--- config.mk ---
export PLATFORM = sky130hd
export DESIGN_NAME = sdt_timer
export DESIGN_NICKNAME = d
export VERILOG_FILES = /design/src/sdt_pkg.sv /design/src/sdt_timer.sv /design/src/sdt_clk_src.sv
export SDC_FILE = /design/constraint.sdc
export NUM_CORES = 1
export LEC_CHECK = 0
export BUFFER_PORTS_ARGS = -buffer_cell sky130_fd_sc_hd__buf_2
export CORE_ASPECT_RATIO = 2
export CORE_MARGIN = 2
export CORE_UTILIZATION = 30
export DETAILED_ROUTE_END_ITERATION = 16
export SLEW_MARGIN = 20
export SYNTH_ARGS = -nofsm -noshare
export SYNTH_HDL_FRONTEND = slang
export SYNTH_SLANG_ARGS = --single-unit
--- constraint.sdc ---
create_clock -name pclk -period 3.6 [get_ports pclk]
set_input_delay 0.54 -clock pclk [delete_from_list [all_inputs] [get_ports pclk]]
set_output_delay 0.54 -clock pclk [all_outputs]
set_load 0.005 [all_outputs]
--- src/sdt_pkg.sv ---
// Package for the split dual 8-bit reload timer: register map, field
// positions, clock source codes, reset values and shared carrier types.
// Assumes a 32-bit APB slave with byte addresses and one word per register.
package sdt_pkg;

   // Register byte offsets
   localparam logic [7:0] OFF_CTRL   = 8'h00;  // Timer control register
   localparam logic [7:0] OFF_CKSEL  = 8'h04;  // Clock select register
   localparam logic [7:0] OFF_UCKSEL = 8'h08;  // Upper timer clock select
   localparam logic [7:0] OFF_RELOAD = 8'h0C;  // High and low reload values
   localparam logic [7:0] OFF_STATUS = 8'h10;  // Sticky overflow flags, W1C
   localparam logic [7:0] OFF_MASK   = 8'h14;  // Interrupt mask, same layout
   localparam logic [7:0] OFF_IEN    = 8'h18;  // Timer interrupt enable
   localparam logic [7:0] OFF_COUNT  = 8'h1C;  // High and low counters

   // Control register fields
   localparam int unsigned CTRL_HF     = 7;    // High overflow flag, read only
   localparam int unsigned CTRL_LF     = 6;    // Low overflow flag, read only
   localparam int unsigned CTRL_FLD_HI = 5;    // Top of writable control field
   // Clock select register fields
   localparam int unsigned CKSEL_HI    = 5;    // High byte clock select
   localparam int unsigned CKSEL_LO    = 4;    // Low byte clock select
   // Upper timer clock select fields
   localparam int unsigned UCK_HI      = 1;    // Fourth timer high select
   localparam int unsigned UCK_LO      = 0;    // Fourth timer low select
   localparam int unsigned UCK_FLD_HI  = 3;    // Top of writable upper field
   // Status and mask fields
   localparam int unsigned ST_HI       = 0;    // High counter overflow
   localparam int unsigned ST_LO       = 1;    // Low counter overflow

   // External select field codes
   localparam logic [1:0] XSEL_DIV12 = 2'h0;   // System clock / 12
   localparam logic [1:0] XSEL_EXT8  = 2'h1;   // External clock / 8
   localparam logic [1:0] XSEL_RSVD  = 2'h2;   // Reserved, no clock
   localparam logic [1:0] XSEL_LFO   = 2'h3;   // Low-frequency oscillator

   // Divider terminal counts
   localparam logic [3:0] DIV12_LAST = 4'hB;   // Twelve system clocks
   localparam logic [2:0] EXT8_LAST  = 3'h7;   // Eight external edges

   // Counter limits and reset values
   localparam logic [7:0]  BYTE_MAX = 8'hFF;
   localparam logic [15:0] WORD_MAX = 16'hFFFF;
   localparam logic [7:0]  RST_BYTE = 8'h00;
   localparam logic [31:0] RST_WORD = 32'h0000_0000;

   // Single-cycle count enables from the slow sources
   typedef struct packed {
      logic div12;   // System clock divided by 12
      logic ext8;    // External clock divided by 8
      logic low_frequency_oscillator;     // Oscillator rising edge
   } sdt_ticks_t;

   // Writable control field, laid out as control bits 5:0
   typedef struct packed {
      logic       lfie;   // Low flag interrupt enable
      logic       usel;   // Take clock selects from the upper register
      logic       split;  // Split mode enable
      logic       run;    // Run control
      logic [1:0] xsel;   // External select field
   } sdt_ctrl_t;

endpackage : sdt_pkg

--- src/sdt_timer.sv ---
// Split dual 8-bit auto-reload timer with an APB register slave, sticky
// overflow flags and one level interrupt.
// Assumes an APB master on pclk and slow sources already free-running.
`timescale 1ns/1ps

module sdt_timer (
   input  wire logic        pclk,        // System clock, 100 MHz
   input  wire logic        presetn,     // Async reset, active low
   input  wire logic        psel,        // APB select
   input  wire logic        penable,     // APB access phase
   input  wire logic        pwrite,      // APB direction, 1 = write
   input  wire logic [7:0]  paddr,       // APB byte address
   input  wire logic [31:0] pwdata,      // APB write data
   output logic      [31:0] prdata,      // APB read data
   output logic             pready,      // APB ready
   output logic             pslverr,     // APB error on unmapped address
   input  wire logic        ext_clk_in,  // External clock source
   input  wire logic        lfo_in,      // Low-frequency oscillator
   output logic             irq          // Level interrupt, active high
);

   typedef struct packed {
      sdt_pkg::sdt_ctrl_t ctrl;
      logic [1:0]         cksel;    // {high select, low select}
      logic [3:0]         ucksel;   // Upper timer clock select bits
      logic [7:0]         rlh;      // High reload value
      logic [7:0]         rll;      // Low reload value
      logic [7:0]         hi_cnt;   // High counter
      logic [7:0]         lo_cnt;   // Low counter
      logic [1:0]         status;   // Sticky overflow flags
      logic [1:0]         mask;     // Interrupt mask
      logic               ien;      // Timer interrupt enable
      logic [31:0]        prdata;
      logic               pready;
      logic               pslverr;
      logic               irq;
   } sdt_state_t;

   sdt_state_t          q;
   sdt_state_t          d;
   sdt_pkg::sdt_ticks_t ticks;
   logic                hsel;      // Effective high byte clock select
   logic                lsel;      // Effective low byte clock select
   logic                hi_tick;   // High counter count enable
   logic                lo_tick;   // Low counter count enable
   logic                acc;       // APB access completes this edge
   logic                wr;        // Completing write
   logic                wr_cnt;    // Completing write to the counters
   logic [1:0]          ovf_set;   // Overflow events this cycle
   logic [1:0]          w1c;       // Flags cleared by software this cycle

   // Slow clock sources
   sdt_clk_src u_src (
      .pclk       (pclk),
      .presetn    (presetn),
      .ext_clk_in (ext_clk_in),
      .lfo_in     (lfo_in),
      .ticks      (ticks)
   );

   // Count enable for one byte from its select bit and the external field
   function automatic logic tick_pick(input logic msel, input logic [1:0] xsel,
                                      input sdt_pkg::sdt_ticks_t t);
      logic r;
      r = 1'b0;
      if (msel) begin
         r = 1'b1;
      end else begin
         case (xsel)
            sdt_pkg::XSEL_DIV12: r = t.div12;
            sdt_pkg::XSEL_EXT8:  r = t.ext8;
            sdt_pkg::XSEL_LFO:   r = t.low_frequency_oscillator;
            default:             r = 1'b0;           // Reserved code counts nothing
         endcase
      end
      return r;
   endfunction : tick_pick

   // Address decode: true for every mapped offset
   function automatic logic is_mapped(input logic [7:0] a);
      logic m;
      m = 1'b0;
      if (a == sdt_pkg::OFF_CTRL) m = 1'b1;
      else if (a == sdt_pkg::OFF_CKSEL) m = 1'b1;
      else if (a == sdt_pkg::OFF_UCKSEL) m = 1'b1;
      else if (a == sdt_pkg::OFF_RELOAD) m = 1'b1;
      else if (a == sdt_pkg::OFF_STATUS) m = 1'b1;
      else if (a == sdt_pkg::OFF_MASK) m = 1'b1;
      else if (a == sdt_pkg::OFF_IEN) m = 1'b1;
      else if (a == sdt_pkg::OFF_COUNT) m = 1'b1;
      return m;
   endfunction : is_mapped

   // Read mux; unused bits and unmapped offsets read as zero
   function automatic logic [31:0] rd_mux(input logic [7:0] a, input sdt_state_t s);
      logic [31:0] v;
      v = sdt_pkg::RST_WORD;
      if (a == sdt_pkg::OFF_CTRL) begin
         v[sdt_pkg::CTRL_FLD_HI:0] = s.ctrl;
         v[sdt_pkg::CTRL_HF] = s.status[sdt_pkg::ST_HI];
         v[sdt_pkg::CTRL_LF] = s.status[sdt_pkg::ST_LO];
      end else if (a == sdt_pkg::OFF_CKSEL) begin
         v[sdt_pkg::CKSEL_HI:sdt_pkg::CKSEL_LO] = s.cksel;
      end else if (a == sdt_pkg::OFF_UCKSEL) begin
         v[sdt_pkg::UCK_FLD_HI:0] = s.ucksel;
      end else if (a == sdt_pkg::OFF_RELOAD) begin
         v[15:0] = {s.rlh, s.rll};
      end else if (a == sdt_pkg::OFF_STATUS) begin
         v[1:0] = s.status;
      end else if (a == sdt_pkg::OFF_MASK) begin
         v[1:0] = s.mask;
      end else if (a == sdt_pkg::OFF_IEN) begin
         v[0] = s.ien;
      end else if (a == sdt_pkg::OFF_COUNT) begin
         v[15:0] = {s.hi_cnt, s.lo_cnt};
      end
      return v;
   endfunction : rd_mux

   // Clock selection for both bytes, from either select register
   always_comb begin
      hsel = q.ctrl.usel ? q.ucksel[sdt_pkg::UCK_HI] : q.cksel[1];
      lsel = q.ctrl.usel ? q.ucksel[sdt_pkg::UCK_LO] : q.cksel[0];
      hi_tick = tick_pick(hsel, q.ctrl.xsel, ticks);
      lo_tick = tick_pick(lsel, q.ctrl.xsel, ticks);
      acc = psel && penable && q.pready;
      wr = acc && pwrite;
      wr_cnt = wr && (paddr == sdt_pkg::OFF_COUNT);
      w1c = (wr && (paddr == sdt_pkg::OFF_STATUS)) ? pwdata[1:0] : 2'h0;
   end

   // Next state: counters, flags, register writes and bus answer
   always_comb begin
      d = q;
      ovf_set = 2'h0;
      // Counting
      if (q.ctrl.split) begin
         // Low byte ignores the run bit
         if (lo_tick) begin
            if (q.lo_cnt == sdt_pkg::BYTE_MAX) begin
               d.lo_cnt = q.rll;
               ovf_set[sdt_pkg::ST_LO] = 1'b1;
            end else begin
               d.lo_cnt = q.lo_cnt + 8'h01;
            end
         end
         if (q.ctrl.run && hi_tick) begin
            if (q.hi_cnt == sdt_pkg::BYTE_MAX) begin
               d.hi_cnt = q.rlh;
               ovf_set[sdt_pkg::ST_HI] = 1'b1;
            end else begin
               d.hi_cnt = q.hi_cnt + 8'h01;
            end
         end
      end else if (q.ctrl.run && lo_tick) begin
         // Whole 16-bit timer on the low byte clock
         if ({q.hi_cnt, q.lo_cnt} == sdt_pkg::WORD_MAX) begin
            {d.hi_cnt, d.lo_cnt} = {q.rlh, q.rll};
            ovf_set[sdt_pkg::ST_HI] = 1'b1;
         end else begin
            {d.hi_cnt, d.lo_cnt} = 16'({q.hi_cnt, q.lo_cnt} + 16'h0001);
         end
      end
      // Register writes; a counter write replaces any count this cycle
      if (wr) begin
         if (paddr == sdt_pkg::OFF_CTRL) begin
            d.ctrl = pwdata[sdt_pkg::CTRL_FLD_HI:0];
         end else if (paddr == sdt_pkg::OFF_CKSEL) begin
            d.cksel = pwdata[sdt_pkg::CKSEL_HI:sdt_pkg::CKSEL_LO];
         end else if (paddr == sdt_pkg::OFF_UCKSEL) begin
            d.ucksel = pwdata[sdt_pkg::UCK_FLD_HI:0];
         end else if (paddr == sdt_pkg::OFF_RELOAD) begin
            {d.rlh, d.rll} = pwdata[15:0];
         end else if (paddr == sdt_pkg::OFF_MASK) begin
            d.mask = pwdata[1:0];
         end else if (paddr == sdt_pkg::OFF_IEN) begin
            d.ien = pwdata[0];
         end else if (paddr == sdt_pkg::OFF_COUNT) begin
            {d.hi_cnt, d.lo_cnt} = pwdata[15:0];
            ovf_set = 2'h0;
         end
      end
      // Sticky flags: only software clears, a new event wins
      d.status = (q.status & ~w1c) | ovf_set;
      // Interrupt level from the flags
      d.irq = q.ien && ((q.status[sdt_pkg::ST_HI] && q.mask[sdt_pkg::ST_HI]) ||
                        (q.status[sdt_pkg::ST_LO] && q.mask[sdt_pkg::ST_LO] &&
                         q.ctrl.lfie));
      // APB answer: ready in the first access cycle, data caught at setup
      d.pready = psel && !penable && !q.pready;
      if (psel && !penable) begin
         d.prdata = rd_mux(paddr, q);
         d.pslverr = !is_mapped(paddr);
      end else if (acc) begin
         d.pslverr = 1'b0;
      end
   end

   // State register
   always_ff @(posedge pclk or negedge presetn) begin
      if (!presetn) begin
         q <= '0;
      end else begin
         q <= d;
      end
   end

   // Outputs straight from the state register
   assign prdata  = q.prdata;
   assign pready  = q.pready;
   assign pslverr = q.pslverr;
   assign irq     = q.irq;
endmodule : sdt_timer

--- src/sdt_clk_src.sv ---
// Slow clock sources for the split timer: system clock / 12 divider,
// synchronised external clock / 8 and synchronised oscillator edges.
// Assumes ext_clk_in and lfo_in are free-running and slower than pclk / 2.
`timescale 1ns/1ps

module sdt_clk_src (
   input  wire logic              pclk,        // System clock
   input  wire logic              presetn,     // Async reset, active low
   input  wire logic              ext_clk_in,  // External clock source
   input  wire logic              lfo_in,      // Low-frequency oscillator
   output sdt_pkg::sdt_ticks_t    ticks        // One-cycle count enables
);

   typedef struct packed {
      logic [2:0]          ext_s;    // Sync stages 1, 2 and edge history
      logic [2:0]          lfo_s;    // Sync stages 1, 2 and edge history
      logic [3:0]          div_cnt;  // System clock prescaler
      logic [2:0]          ext_cnt;  // External edge counter
      sdt_pkg::sdt_ticks_t ticks;
   } sdt_src_t;

   sdt_src_t q;
   sdt_src_t d;

   // Next state: stage 1 feeds only stage 2; edges are seen on stages 2 and 3
   always_comb begin
      d = q;
      d.ext_s = {q.ext_s[1:0], ext_clk_in};
      d.lfo_s = {q.lfo_s[1:0], lfo_in};
      d.ticks = '0;
      if (q.div_cnt == sdt_pkg::DIV12_LAST) begin
         d.div_cnt = '0;
         d.ticks.div12 = 1'b1;
      end else begin
         d.div_cnt = q.div_cnt + 4'h1;
      end
      // External clock divided by 8 as a single-cycle enable
      if (q.ext_s[1] && !q.ext_s[2]) begin
         d.ext_cnt = q.ext_cnt + 3'h1;
         d.ticks.ext8 = (q.ext_cnt == sdt_pkg::EXT8_LAST);
      end
      // Oscillator edge as a single-cycle enable
      d.ticks.low_frequency_oscillator = q.lfo_s[1] && !q.lfo_s[2];
   end

   // State register
   always_ff @(posedge pclk or negedge presetn) begin
      if (!presetn) begin
         q <= '0;
      end else begin
         q <= d;
      end
   end

   assign ticks = q.ticks;

endmodule : sdt_clk_src

# Word-level counts from Yosys, hierarchy flattened
# Cells that the tools add are included.
dict set report word_totals {
  input_bits 47
  reg_bits 84
  out_inout_bits 35
  wordCells 162
}
dict set report classes {
  reduce_logical 29
  add_sub_neg 5
  n_mux 81
  n_bitwise 8
  eq_ne 14
}
# op n
set op_table {}
lappend op_table {{16-bit 2-to-1 mux} 21}
lappend op_table {{15-bit 2-to-1 mux} 8}
lappend op_table {{8-bit 2-to-1 mux} 6}
lappend op_table {{8-bit by 5-bit == test with 1-bit output (second input constant)} 4}
lappend op_table {{14-bit 2-to-1 mux} 2}
lappend op_table {{1-bit 2-to-1 mux} 26}
lappend op_table {{2-bit 2-to-1 mux} 12}
lappend op_table {{16-bit by 1-bit adder with 16-bit output (second input constant)} 1}
lappend op_table {{8-bit by 1-bit adder with 8-bit output (second input constant)} 2}
lappend op_table {{16-bit == test (second input constant)} 1}
lappend op_table {{8-bit by 4-bit == test with 1-bit output (second input constant)} 2}
lappend op_table {{8-bit == test (second input constant)} 2}
lappend op_table {{1-bit logical AND} 14}
lappend op_table {{12-bit 2-to-1 mux} 1}
lappend op_table {{4-bit 2-to-1 mux} 3}
lappend op_table {{10-bit 2-to-1 mux} 1}
lappend op_table {{8-bit by 3-bit == test with 1-bit output (second input constant)} 1}
lappend op_table {{8-bit zero test} 1}
lappend op_table {{7-bit AND reduction} 1}
lappend op_table {{6-bit AND reduction} 1}
lappend op_table {{1-bit zero test} 5}
lappend op_table {{1-bit inverter} 5}
lappend op_table {{5-bit AND reduction} 1}
lappend op_table {{4-bit by 1-bit adder with 4-bit output (second input constant)} 1}
lappend op_table {{15 further kinds} 15}

# Longest topological paths before layout
dict set report logic_depth {
  depth_word 24
  depth_mapped 8
  ltp_nobuf 7
}

# By module
# A second synthesis with hierarchy kept.
dict set report unflattened {
  hier_cells 507
  area_unflattened_um2 4984.8
}
# mod seq_area_each_um2 cells_per_inst n_inst area_per_inst_um2
set by_module_without_submodules {}
lappend by_module_without_submodules {sdt_timer 1701.6 470 1 4394.2}
lappend by_module_without_submodules {sdt_clk_src 400.4 37 1 590.6}

# Worst setup path before layout
# OpenSTA, ideal clock, no wires.
dict set report synth_path {
  kind {input-to-reg}
  from {in paddr[7]}
  to {reg q[60] in the netlist's numbering}
  path_slack_ps 1544
  setup_time_ps 125
  t_arrival_ps 1931
  path_buffers 1
  stages 5
  required_time_ps 3475
  cell_sequence {or4_4 -> nor3_4 -> nand2_2 -> buf_6 -> mux2_4}
}
dict set report synth_via {
  elab_chain_len 3
  elab_cells_between_ends 8
  classes_between {3 x eq/ne; 3 x bitwise; 2 x reduce/logical}
}
# item line
set synth_rtl {}
lappend synth_rtl {{start, declared} sdt_timer.sv:12} ;# input wire logic [7:0] paddr,
lappend synth_rtl {{8-bit by 4-bit == test with 1-bit output, or another cell as far along} sdt_timer.sv:170} ;# end else if (paddr == sdt_pkg::OFF_UCKSEL) begin
lappend synth_rtl {{1-bit inverter (no line)} --}
lappend synth_rtl {{5-bit AND reduction (no line) *} --}
lappend synth_rtl {{end signal, assigned} sdt_timer.sv:202} ;# q <= '0;
lappend synth_rtl {{end signal, assigned} sdt_timer.sv:204} ;# q <= d;
lappend synth_rtl {{end, declared} sdt_timer.sv:39} ;# sdt_state_t q;
# Mark *: on every way between the ends. The rest lies on a longest branch, timed or not.
# A chain may end at the register's enable or synchronous reset.

==> summary.md <==
| Metric | Value |
|---|---|
| Starting Density | 30.3% |
| CP max stage cell | nor4_2 |
| Share of post-route cells with drive strength above 1 | roughly a fifth |
| Min Hold Slack | between 0.01 and 0.015 ns |
| Grt ovf | 0 |
| Warnings from Yosys | 0 |
| Non-Filler Cell Area, Final | between 0.005 and 0.006 sq mm |
| 1st-iter DRT viols | approximately 370 |
| Post-synth EDFFs | 0 |
| Lkg Pwr | between 2 and 2.5 nW |
| CP peak stage delay | ~0.55 ns |
| Placement Cell Area | 0.00524 sq mm |
| Vias/cell | 5.43 |
| Worst Setup SP | q[48] |
| Most common cell after layout, fill and taps aside | dfrtp_1 |
| DRC violations left | 0 |
| Fmax achieved | 386 MHz |
| Worst hold path class | in2async |
| PD cells | about 380 mW/mm^2 |
| Finish-stage setup viols | 0 |
| Buffer count from post-CTS setup fixing | 0 |
| TNS Setup | 0 ns |
| Antenna Cells | 0 |
| # clock sinks | 84 |
| Unique cell type count in the Yosys netlist | 64 |
| CTS Hold Buffers Added | 0 |
| Routability-driven placement congestion ratio | roughly 0.9 |
| Reg2reg start | q[48] |
| Std-Cell Core Area | 0.0166 sq mm |
| Post-synth top area share | between 40% and 50% |
| Die X | roughly 95 um |
| Synth Instances | ~530 |
| Final hold vios | 0 |
| Clock Pin Slew Worst Setup and Hold Paths | approximately 0.070 ns |
| Drt first pass iters | 5 |
| Clock buffer depth | 2 |
| Crit-path cells | ha_1, nand3_1, nor4_2, buf_4, a31oi_1, o21a_1, a311oi_1, a22o_1 |
| Post-cts resize count | 0 |
| Crit end category | register |
| Die footprint | 0.0179 sq mm |
| Relative slew slack | 38.4% |
| R2R setup slack | about 1 ns |
| CTS buffer count | 9 |
| Max_cap viols | 0 |
| Unrepaired setup endpoints after global routing | false |
| Clock tree from TritonCTS | yes |
| Num ports | about 80 |
| Synth async-reset ratio | 100% |
| DP Worst Slack | about 0.99 ns |
| Synthesized flop and latch total | 84 |
| Worst slew pin tran | approximately 0.92 ns |
| Nets | 596 |
| Commonest non-fill, non-tap cells in the layout | dfrtp_1 (84), nand2_1 (58), buf_2 (48) |
| Depth of the CTS H-tree | 3 |
| Root buf cell | clkbuf_16 |
| Cell row count | 67 |
| Die H | about 190 um |
| DP Wirelength | between 9000 and 10,000 um |
| Crit start category | register |
| Post-route ant nets | 0 |
| Max VDD drop | around 0.26 mV |
| Clock latency on the worst-skew pair | around 0.34 ns |
| Area grow syn2layout | 10.5% |
| Crit share post-route | a little under three quarters |
| Netlist Area Pre-Place | around 0.0050 sq mm |
| Initial antenna violation count | 0 |
| Post-synthesis sequential area ratio | 41.9% |
| Final setup margin | 1.01 ns |
| Largest fanout on the critical path | 9 |
| Ys flop type | dfrtp_1 |
| Vias in the first global route | 3,822 |
| Tot Pwr | 2.13 mW |
| Synth top area cells | dfrtp_1 (42%), buf_4 (5.4%), mux2_4 (4.8%) |
| Fin crit period | 2.59 ns |
| First-pass GRT wire length | between 20,000 and 25,000 um |
| Cell taking the most area after synthesis | dfrtp_1 |
| Avg Cell Area, Syn | between 9 and 10 sq um |
| Max-slew violations | 0 |
| Critical Path RT | slightly below 4 ns |
| DR vias | around 4,100 |
| Routed wire length per instance | around 17 um |
| All-layer global routing usage | around 15% |
| Port Buffers | just under 50 |
| Crit path kind | reg2reg |
| Clock skew | 0.00459 ns |
| Fillers | around 1,700 |
| Arr. time, crit path | 2.87 ns |
| DRT Wirelength | around 13,000 um |
| Status | complete, no violations |
| Largest net degree at the start of global routing | 43 |
-- final timing paths --
check | to | cells after the start
setup / recovery | q[53] | 8
hold / removal | prdata[5] | 1
setup reg to reg | q[53] | 8
hold reg to reg | u_src.d[12] | 0
max in group asynchronous | q[55] | 2
min in group pclk | u_src.d[14] | 1
-- cells in the mapped netlist, drive strengths merged, types with 8 or more instances --
| master | count |
|---|---|
| nor2 | 32 |
| dfrtp | 84 |
| a21oi | 23 |
| mux2 | 36 |
| a22oi | 16 |
| o211ai | 10 |
| nand2 | 60 |
| clkbuf | 17 |
| mux2i | 14 |
| and2 | 8 |
| nand3 | 25 |
| buf | 51 |
| nand4 | 14 |
| o21ai | 28 |
| and3 | 9 |
| a31oi | 11 |
| inv | 9 |
-- power by group --
part	switching (mW)	internal (mW)	total, mW
Combinational	0.0940	0.0688	0.163
Clock	0.407	0.547	0.955
Sequential	0.0312	0.980	1.01
Total	0.532	1.60	2.13
-- cell type report --
| type | instances | area (sq um) | share of cell area (%) |
|---|---|---|---|
| tap | 207 | 259 | 4.67 |
| clock inverter | 7 | 80.1 | 1.44 |
| timing repair buffer | 59 | 323 | 5.82 |
| inverter | 9 | 33.8 | 0.609 |
| sequential | 84 | 2100 | 37.9 |
| clock buffer | 9 | 225 | 4.06 |
| multi-input combinational | 381 | 2520 | 45.5 |
-- worst max-delay path, delay by kind of cell (launching register included) --
kind                       cells  cell delay, ns
and+or+nand+nor                2            0.74
AOI/OAI and AO/OA              4            0.68
DFF                            1            0.47
adders and majority gates      1            0.35
buffers and inverters          1            0.28
-- sequential cells by signal, summed over array words and instances, names as in the netlist --
name         count
u_src.q          9
pready           1
pslverr          1
prdata          16
q               49
irq              1
u_src.ticks      3
u_src.d          4
-- cell families after synthesis --
group | share of synthesized area, %
buf+inv | 8.97
simple gates | 19.5
compound gates | 15.9
other cells | 0.0747
flops | 41.9
fa+ha+maj | 1.25
mux | 12.1
xor+xnor | 0.349
-- per-layer routing --
layer | routed length [um] | global-route usage (%)
met1 | 5950 | 22.3
met2 | 5680 | 21.0
met3 | 810 | 2.22
met4 | 167 | 4.78
met5 | 0 | 0
-- through the flow --
stage	std cells	util (%)
6_report	756	33.4
5_1_grt	756	33.4
4_1_cts	756	33.4
3_5_place_dp	740	31.6
3_3_place_gp	740	31.6
2_1_floorplan	542	-
(Power assumes the default switching activity.)
